`config.mk`:
```
export PLATFORM = sky130hd
export DESIGN_NAME = twssp_host
export DESIGN_NICKNAME = d
export VERILOG_FILES = /design/src/hdl/twssp_pkg.sv /design/src/hdl/twssp_host.sv
export VERILOG_INCLUDE_DIRS = /design/src /design/src/hdl
export SDC_FILE = /design/constraint.sdc
export NUM_CORES = 1
export LEC_CHECK = 0
export BUFFER_PORTS_ARGS = -buffer_cell sky130_fd_sc_hd__buf_4
export CAP_MARGIN = 20
export CORE_UTILIZATION = 48
export CTS_CLUSTER_SIZE = 12
export DETAILED_ROUTE_END_ITERATION = 6
export HOLD_SLACK_MARGIN = 0.05
export PLACE_DENSITY_LB_ADDON = 0.25
export SYNTH_ARGS = -nofsm -noshare
export SYNTH_HDL_FRONTEND = slang
export SYNTH_SLANG_ARGS = --single-unit
```
`constraint.sdc`:
```
create_clock -name clock_in -period 5.3 [get_ports clock_in]
set_input_delay 1.06 -clock clock_in [delete_from_list [all_inputs] [get_ports clock_in]]
set_output_delay 1.06 -clock clock_in [all_outputs]
set_load 0.02 [all_outputs]
```
`src/hdl/twssp_map.svh`:
```
// Constants for the three-wire sensor port host controller.
// Assumes inclusion by its bare name from the package and the controller.
`ifndef TWSSP_MAP_SVH
`define TWSSP_MAP_SVH
// ****************************************
// Serial clock timing
// ****************************************
`define TWSSP_CLK_PERIOD_NS   4
`define TWSSP_SCLK_HALF_NS    400
`define TWSSP_SCLK_HALF_CYC   ((`TWSSP_SCLK_HALF_NS + `TWSSP_CLK_PERIOD_NS - 1) / `TWSSP_CLK_PERIOD_NS)
// ****************************************
// Master clock divider (32.768 kHz from 250 MHz, half period rounded down)
// ****************************************
`define TWSSP_MCLK_HZ         32768
`define TWSSP_CLK_HZ          250000000
`define TWSSP_MCLK_HALF_CYC   (`TWSSP_CLK_HZ / (2 * `TWSSP_MCLK_HZ))
// ****************************************
// Frame layout
// ****************************************
`define TWSSP_START_BITS      3
`define TWSSP_SETUP_BITS      4
`define TWSSP_STOP_BITS       3
`define TWSSP_INSTR_BITS      10
`define TWSSP_ACK_EXTRA_CLKS  2
`define TWSSP_READ_CLKS       17
`define TWSSP_WORD_BITS       16
`define TWSSP_RESET_BITS      21
// ****************************************
// Default codes (arbitrary, set per sensor)
// ****************************************
`define TWSSP_SETUP_PRESSURE  4'hf
`define TWSSP_SETUP_TEMP      4'h9
`define TWSSP_SETUP_CAL1      4'h5
`define TWSSP_SETUP_CAL2      4'h6
`define TWSSP_SETUP_CAL3      4'h9
`define TWSSP_SETUP_CAL4      4'ha
`define TWSSP_RESET_PATTERN   21'h155540
`endif

```
`src/hdl/twssp_pkg.sv`:
```
// Types for the three-wire sensor port host controller.
// Assumes twssp_map.svh on the include path.
`include "twssp_map.svh"
package twssp_pkg;
	typedef enum logic [2:0] {
		TWSSP_OP_PRESSURE = 3'h0,
		TWSSP_OP_TEMP     = 3'h1,
		TWSSP_OP_CAL1     = 3'h2,
		TWSSP_OP_CAL2     = 3'h3,
		TWSSP_OP_CAL3     = 3'h4,
		TWSSP_OP_CAL4     = 3'h5,
		TWSSP_OP_RESET    = 3'h6
	} twssp_op_t;
	typedef struct packed {
		logic      valid;
		twssp_op_t op;
	} twssp_cmd_t;
	typedef struct packed {
		logic        valid;
		twssp_op_t   op;
		logic [15:0] data;
	} twssp_rsp_t;
endpackage : twssp_pkg

```
`src/hdl/twssp_host.sv`:
```
// Host controller that drives the sensor's serial clock, instruction line
// and master clock, and reads words back from the sensor output line.
// Assumes the sensor output line is asynchronous to clock_in.
`include "twssp_map.svh"

module twssp_host
	import twssp_pkg::*;
#(
	parameter logic [3:0]  SETUP_PRESSURE = `TWSSP_SETUP_PRESSURE,
	parameter logic [3:0]  SETUP_TEMP     = `TWSSP_SETUP_TEMP,
	parameter logic [3:0]  SETUP_CAL1     = `TWSSP_SETUP_CAL1,
	parameter logic [3:0]  SETUP_CAL2     = `TWSSP_SETUP_CAL2,
	parameter logic [3:0]  SETUP_CAL3     = `TWSSP_SETUP_CAL3,
	parameter logic [3:0]  SETUP_CAL4     = `TWSSP_SETUP_CAL4,
	parameter logic [20:0] RESET_PATTERN  = `TWSSP_RESET_PATTERN
) (
	input  wire logic       clock_in,
	input  wire logic       rstn_in,
	input  wire twssp_cmd_t cmd_in,
	output logic            cmd_ready_out,
	output twssp_rsp_t      rsp_out,
	output logic            conv_busy_out,
	output logic            sclk_out,
	output logic            din_out,
	output logic            mclk_out,
	input  wire logic       dout_in
);
	// ****************************************
	// Types and helpers
	// ****************************************
	typedef enum logic [2:0] {
		ST_IDLE  = 3'h0,
		ST_SHIFT = 3'h1,
		ST_EXTRA = 3'h2,
		ST_WAIT  = 3'h3,
		ST_READ  = 3'h4
	} twssp_state_t;

	localparam logic [7:0]  HALF_CYC = 8'(`TWSSP_SCLK_HALF_CYC);
	localparam logic [12:0] MCLK_HALF = 13'(`TWSSP_MCLK_HALF_CYC);

	function automatic logic [3:0] twssp_setup(input twssp_op_t op);
		unique case (op)
			TWSSP_OP_PRESSURE: twssp_setup = SETUP_PRESSURE;
			TWSSP_OP_TEMP:     twssp_setup = SETUP_TEMP;
			TWSSP_OP_CAL1:     twssp_setup = SETUP_CAL1;
			TWSSP_OP_CAL2:     twssp_setup = SETUP_CAL2;
			TWSSP_OP_CAL3:     twssp_setup = SETUP_CAL3;
			TWSSP_OP_CAL4:     twssp_setup = SETUP_CAL4;
			default:           twssp_setup = 4'h0;
		endcase
	endfunction : twssp_setup

	function automatic logic twssp_is_conv(input twssp_op_t op);
		twssp_is_conv = (op == TWSSP_OP_PRESSURE) || (op == TWSSP_OP_TEMP);
	endfunction : twssp_is_conv

	// ****************************************
	// Master clock and input synchroniser
	// ****************************************
	logic [12:0] mclk_cnt;
	logic [12:0] next_mclk_cnt;
	logic        mclk;
	logic        next_mclk;
	logic        dout_meta;
	logic        dout_sync;
	logic        dout_prev;

	always_comb begin
		next_mclk_cnt = mclk_cnt + 13'h1;
		next_mclk     = mclk;
		if (mclk_cnt >= MCLK_HALF - 13'h1) begin
			next_mclk_cnt = 13'h0;
			next_mclk     = ~mclk;
		end
	end

	always_ff @(posedge clock_in or negedge rstn_in) begin
		if (!rstn_in) begin
			mclk_cnt  <= 13'h0;
			mclk      <= 1'b0;
			dout_meta <= 1'b0;
			dout_sync <= 1'b0;
			dout_prev <= 1'b0;
		end else begin
			mclk_cnt  <= next_mclk_cnt;
			mclk      <= next_mclk;
			dout_meta <= dout_in;
			dout_sync <= dout_meta;
			dout_prev <= dout_sync;
		end
	end

	// ****************************************
	// Protocol sequencer
	// ****************************************
	twssp_state_t state;
	twssp_state_t next_state;
	twssp_op_t    op;
	twssp_op_t    next_op;
	logic [20:0]  shreg;
	logic [20:0]  next_shreg;
	logic [4:0]   bits;
	logic [4:0]   next_bits;
	logic [7:0]   tick;
	logic [7:0]   next_tick;
	logic         sclk;
	logic         next_sclk;
	logic         din;
	logic         next_din;
	logic [15:0]  word;
	logic [15:0]  next_word;
	twssp_rsp_t   rsp;
	twssp_rsp_t   next_rsp;
	logic         busy;
	logic         next_busy;
	logic         rdy;
	logic         next_rdy;
	logic         half_done;
	logic         fall;

	assign half_done = (tick == HALF_CYC - 8'h1);
	assign fall      = half_done && sclk;

	always_comb begin
		next_state = state;
		next_op    = op;
		next_shreg = shreg;
		next_bits  = bits;
		next_tick  = tick;
		next_sclk  = sclk;
		next_din   = din;
		next_word  = word;
		next_rsp   = rsp;
		next_rsp.valid = 1'b0;
		next_busy  = busy;
		next_rdy   = 1'b0;
		unique case (state)
			ST_IDLE: begin
				next_sclk = 1'b0;
				next_tick = 8'h0;
				if (cmd_in.valid && rdy) begin
					next_op = cmd_in.op;
					if (cmd_in.op == TWSSP_OP_RESET) begin
						next_shreg = RESET_PATTERN;
						next_bits  = 5'(`TWSSP_RESET_BITS);
					end else begin
						// Start, setup, stop, left aligned for MSB-first shifting
						next_shreg = {3'b111, twssp_setup(cmd_in.op), 3'b000, 11'h0};
						next_bits  = 5'(`TWSSP_INSTR_BITS);
					end
					next_din   = next_shreg[20];
					next_shreg = next_shreg << 1;
					next_busy  = twssp_is_conv(cmd_in.op);
					next_state = ST_SHIFT;
				end else begin
					next_rdy = 1'b1;
				end
			end
			ST_SHIFT, ST_EXTRA, ST_READ: begin
				next_tick = half_done ? 8'h0 : tick + 8'h1;
				if (half_done) begin
					next_sclk = ~sclk;
				end
				if (fall) begin
					next_bits = bits - 5'h1;
					if (state == ST_READ && bits != 5'(`TWSSP_READ_CLKS)) begin
						// First readout clock carries no data bit
						next_word = {word[14:0], dout_sync};
					end
					if (state == ST_SHIFT) begin
						next_din   = shreg[20];
						next_shreg = shreg << 1;
					end
					if (bits == 5'h1) begin
						next_din = 1'b0;
						if (state == ST_SHIFT && op == TWSSP_OP_RESET) begin
							// Output activity during reset is ignored
							next_state = ST_IDLE;
							next_rdy   = 1'b1;
						end else if (state == ST_SHIFT && twssp_is_conv(op)) begin
							next_bits  = 5'(`TWSSP_ACK_EXTRA_CLKS);
							next_state = ST_EXTRA;
						end else if (state == ST_EXTRA) begin
							next_state = ST_WAIT;
						end else if (state == ST_SHIFT) begin
							next_bits  = 5'(`TWSSP_READ_CLKS);
							next_state = ST_READ;
						end else begin
							next_rsp.valid = 1'b1;
							next_rsp.op    = op;
							next_rsp.data  = {word[14:0], dout_sync};
							next_busy      = 1'b0;
							next_state     = ST_IDLE;
						end
					end
				end
			end
			ST_WAIT: begin
				next_sclk = 1'b0;
				next_tick = 8'h0;
				if (dout_prev && !dout_sync) begin
					next_bits  = 5'(`TWSSP_READ_CLKS);
					next_state = ST_READ;
				end
			end
			default: begin
				next_state = ST_IDLE;
			end
		endcase
	end

	always_ff @(posedge clock_in or negedge rstn_in) begin
		if (!rstn_in) begin
			state <= ST_IDLE;
			op    <= TWSSP_OP_RESET;
			shreg <= 21'h0;
			bits  <= 5'h0;
			tick  <= 8'h0;
			sclk  <= 1'b0;
			din   <= 1'b0;
			word  <= 16'h0;
			rsp   <= '0;
			busy  <= 1'b0;
			rdy   <= 1'b0;
		end else begin
			state <= next_state;
			op    <= next_op;
			shreg <= next_shreg;
			bits  <= next_bits;
			tick  <= next_tick;
			sclk  <= next_sclk;
			din   <= next_din;
			word  <= next_word;
			rsp   <= next_rsp;
			busy  <= next_busy;
			rdy   <= next_rdy;
		end
	end

	// ****************************************
	// Outputs
	// ****************************************
	// All straight from flip-flops; the sensor samples on our rising edge
	assign sclk_out      = sclk;
	assign din_out       = din;
	assign mclk_out      = mclk;
	assign rsp_out       = rsp;
	assign conv_busy_out = busy;
	assign cmd_ready_out = rdy;
endmodule : twssp_host

```
-- Word-level counts from Yosys, hierarchy flattened
Cells that the tools add are included.
- output and inout port bits: 25
- input port bits: 7
- register bits: 96
- $add $sub $neg: 3
- reduce and logical (&&, ||, !) cells: 27
- multiplexer cells: 55
- $lt $le $gt $ge: 1
- eq/ne operators: 26
- bitwise logic cells: 6
- operators by type and width (cell ; count):
    $mux 20 ; 8
    $mux 21 ; 3
    $mux 5 ; 9
    $pmux 21 s2 ; 1
    $mux 3 ; 8
    $ne 2x2->1 const B ; 10
    $pmux 4 s5 ; 1
    $mux 1 ; 16
    $pmux 8 s2 ; 1
    $reduce_and 4->1 ; 4
    $eq 3x3->1 const B ; 5
    $pmux 5 s3 ; 1
    $add 13x1->13 const B ; 1
    $ge 13x12->1 const B ; 1
    $mux 13 ; 1
    $eq 3x2->1 const B ; 4
    $eq 3x1->1 const B ; 3
    $logic_not 3->1 ; 3
    $pmux 3 s3 ; 1
    $add 8x1->8 const B ; 1
    $eq 8x7->1 const B ; 1
    $mux 8 ; 1
    $pmux 1 s2 ; 4
    $reduce_and 8->1 ; 1
    15 further kinds ; 29

-- Longest topological paths before layout
- depth in word-level cells: 8
- depth in mapped cells: 8

-- Least setup slack after synthesis
OpenSTA, ideal clock, no wires.
- kind: in2reg
- from: input port cmd_in[2] (netlist name)
- to: register bits[4]
- arrival time: 2.183 ns
- library setup time: 0.066 ns
- stages: 6
- setup slack: 3.051 ns
- buffers on the path: 1
- path through: clkbuf_1 -> nand2_1 -> or2_2 -> o21ai_0 -> o21a_1 -> o32a_1
- longest elaborated chain between the ends: 4
- ends and longest elaborated chain (element ; line ; source):
    start, declared ; twssp_host.sv:19 ; input wire twssp_cmd_t cmd_in,
    $eq 3x3->1 ; twssp_host.sv:144 ; if (cmd_in.op == TWSSP_OP_RESET) begin
    $mux 5 ; twssp_host.sv:144 ;
    $mux 5 ; twssp_host.sv:142 ; if (cmd_in.valid && rdy) begin
    $pmux 5 s3 ; twssp_host.sv:138 ; unique case (state)
    end signal, assigned ; twssp_host.sv:230 ; bits <= next_bits;
    end, declared ; twssp_host.sv:103 ; logic [4:0] bits;
Every way passes these cells. The select of a mux whose other input is x is not followed.
A chain may end at the register's enable or synchronous reset.

-- Final worst setup path
- from: register tick[0]
- to: register word[7]
- longest elaborated chain between the ends: 3
- ends and longest elaborated chain (element ; line ; source):
    start, declared ; twssp_host.sv:105 ; logic [7:0] tick;
    start signal, assigned ; twssp_host.sv:231 ; tick <= next_tick;
    $eq 8x7->1 ; twssp_host.sv:122 ; assign half_done = (tick == HALF_CYC - 8'h1);
    $logic_and 1x1->1 ; twssp_host.sv:123 ; assign fall = half_done && sclk;
    $reduce_and 3->1 (no source line) ; - ;
    end signal, assigned ; twssp_host.sv:234 ; word <= next_word;
    end, declared ; twssp_host.sv:111 ; logic [15:0] word;
Every way passes these cells.

==> reports/qor.txt <==
Status: finished, final reports clean
#FFs+latches synth: 89
H-tree lvl count: 3
Seq. cell area: 2230 µm²
Sw frac: 0.360
Fraction of registers with async set/reset: 1.00
Synth top area cells: dfrtp_1, mux2_2, o21ai_0
IO Pins: 32
CP arrival: 2.75 ns
Post-CTS Setup Inserts: 0
Nets@finish: 413
Logic pwr share: 0.275
Post-CTS Resized: 0
Final ANT Viol Nets: 0
Row cnt: 33
Total track usage: 0.188
Via density: 5.56
Global-route wire length before repair: 12.8 mm
Pleak: 2.12 nW
Layout cell share with drive strength beyond 1: 0.234
Total gr overflow: 0
Post-synth top area cell: dfrtp_1
Critical path required time: 5.55 ns
Synth Cell Area: 4070 µm²
Final Skew: 0.00943 ns
Post-route design area: 4560 µm²
Hold Fails Final Rpt: 0
Core region area: 8220 µm²
Clock sinks: 89
CP max stage delay: 0.62 ns
Number of DRC markers in iteration 0: 139
Largest delay share family, worst path: simple AND/OR/NAND/NOR gates
Port bufs: 31
Setup crit end kind: flip-flop
CTS Buffer Depth: 2
First-pass DRT Iterations: 4
Crit Path Max Fanout: 16
Critical path's slowest cell: a311o_1
Pwr dens: 390 nW/µm²
Diodes inserted: 0
Starting Density: 0.496
Hold Crit Class: reg -> reg
Fin crit share: 0.472
Bufs and invs on worst path: 0
Crit-path cells: ha_1 -> nand4b_1 -> or4_4 -> a311o_1 -> mux2_4
DRC Markers: 0
Post-synthesis sequential area ratio: 0.547
Largest net degree at the start of global routing: 64
Rel. slew slack: 0.386
Max frequency: 399 MHz
Multi-input gate area: 1720 µm²
Netlist cell types: 55
Via count: 2,839
Placed Instances: 495
Clock root buffer: clkbuf_8
Fillers: 711
Max VDD drop: 0.169 mV
Final total power: 1.78 mW
Max-slew violation count: 0
Count leader, synth: dfrtp_1
CP Class: reg -> reg
Area growth from synthesis to layout: 11.9%
Avg Inst Size Synth: 11.0 µm²
Ys flop type: dfrtp_1
Actual slew at the worst max-slew pin: 0.921 ns
Cts bufs inserted: 9
Hold_buf cts: 0
Dpl cell area: 4380 µm²
Worst-Skew Late Latency: 0.36 ns
Total die area: 8860 µm²
Sequential Power Share: 0.485
Die W: 94.1 µm
Number of antenna violations at the first check in global routing: 0
Chip height: 94.1 µm
RSZ-0062 raised after global routing: false
Internal power: 1.14 mW
Startpoint Class: flip-flop
CTS tree: built
Clock power frac: 0.240
Vias in the first global route: 2,735
EDFF count, synth: 0
Drt wl/cell: 14.8 µm
Syn nets: 383
GPL Wtd Cong: 0.820
Mapped Cells: 371
Maxcap violations: 0
Crit path time final: 2.50 ns
Post-route setup TNS: 0 ns
Clock-pin slew on the worst setup and hold paths: 0.09 ns
Synth top area share: 0.535
Final Setup Violations: 0
Routed WL: 7.57 mm
Synth top cells by count: dfrtp_1, nor2_1, nand2_1
YS warnings: 0
DP HPWL: 5.25 mm
Net Sw Power: 0.639 mW
Finished Layout Cells: 511
per-layer routing:
metal	routed length, µm	share of wire	track usage	vias up
li1	-	-	-	1382
met1	3490	0.46	0.248	1401
met2	3710	0.49	0.305	45
met3	248	0.033	0.0291	11
met4	119	0.016	0.0846	0
met5	0	0	0	-
per-stage QoR:
step / setup slack [ns] / hold slack, ns / util
floorplan: 3.05 / 0.331 / -
global placement: 2.87 / 0.334 / 0.533
detailed placement: 2.82 / 0.335 / 0.533
CTS: 2.81 / 0.358 / 0.554
global route: 2.67 / 0.380 / 0.554
finish: 2.80 / 0.356 / 0.554
placed cells by master, fill, tap and decap left out, types with 2 or more instances in the layout:
cell type   count
a21oi_1        16
a22o_1          7
a31oi_1         3
a41o_1          3
and3_1          3
buf_4          34
clkbuf_8        9
clkinv_4        2
clkinvlp_4      2
dfrtp_1        87
dfstp_2         2
ha_1            5
inv_1          10
inv_6           2
mux2_2         28
mux2_4          8
nand2_1        35
nand2b_1        4
nand3_1         9
nor2_1         39
nor3_1          9
nor4_1          5
o211ai_1        2
o21a_1          2
o21ai_0        32
o31ai_1         2
o32a_1          2
or2_2           3
or3_1           2
or4b_1          2
xnor2_1         7
xor2_1          6
worst reg2reg max path: cells and delay by family, from the launching register on:
family	cells	cell delay, ns
simple gates	2	0.75
compound gates	1	0.62
flops	1	0.39
mux	1	0.42
fa+ha+maj	1	0.22
registers in the layout, summed over array words and instances, names as in the netlist, 3 cells and up:
signal,cells
rsp_out,20
word,15
shreg,14
mclk_cnt,13
tick,8
bits,5
op,3
state,3
power by group through the flow:
stage | logic, mW | registers, mW | clock network, mW
after floorplan | 0.365 | 0.852 | 0
after global placement | 0.478 | 0.869 | 0
after detailed placement | 0.488 | 0.873 | 0
after CTS | 0.489 | 0.860 | 0.438
after global routing | 0.544 | 0.875 | 0.467
final | 0.489 | 0.861 | 0.426
cells by family after synthesis:
kind of cell,synth area share
DFF,0.547
adders and majority gates,0.0178
buffers and inverters,0.0292
muxes,0.109
AOI/OAI and AO/OA,0.131
xor gates and xnor gates,0.0280
other,0.000921
and+or+nand+nor,0.136
path summary, 6_finish.rpt:
path / endpoint / cells past startpoint / startpoint / slack, ns
max in group asynchronous: rsp_out[10] / 2 / rstn_in / 3.63
min reg2reg: dout_sync / 0 / dout_meta / 0.36
min in group asynchronous: tick[6] / 1 / rstn_in / 0.59
max: word[7] / 5 / tick[0] / 2.80
max reg2reg: word[7] / 5 / tick[0] / 2.80
min: dout_sync / 0 / dout_meta / 0.36
layout make-up:
| class | instances | area share |
|---|---|---|
| Clock inverter | 6 | 0.0110 |
| Multi-Input combinational cell | 257 | 0.378 |
| Timing Repair Buffer | 34 | 0.0560 |
| Inverter | 10 | 0.00824 |
| Clock buffer | 10 | 0.0280 |
| Sequential cell | 89 | 0.489 |
| Tap cell | 105 | 0.0288 |
Note: power is estimated with default switching activity, not from simulation.
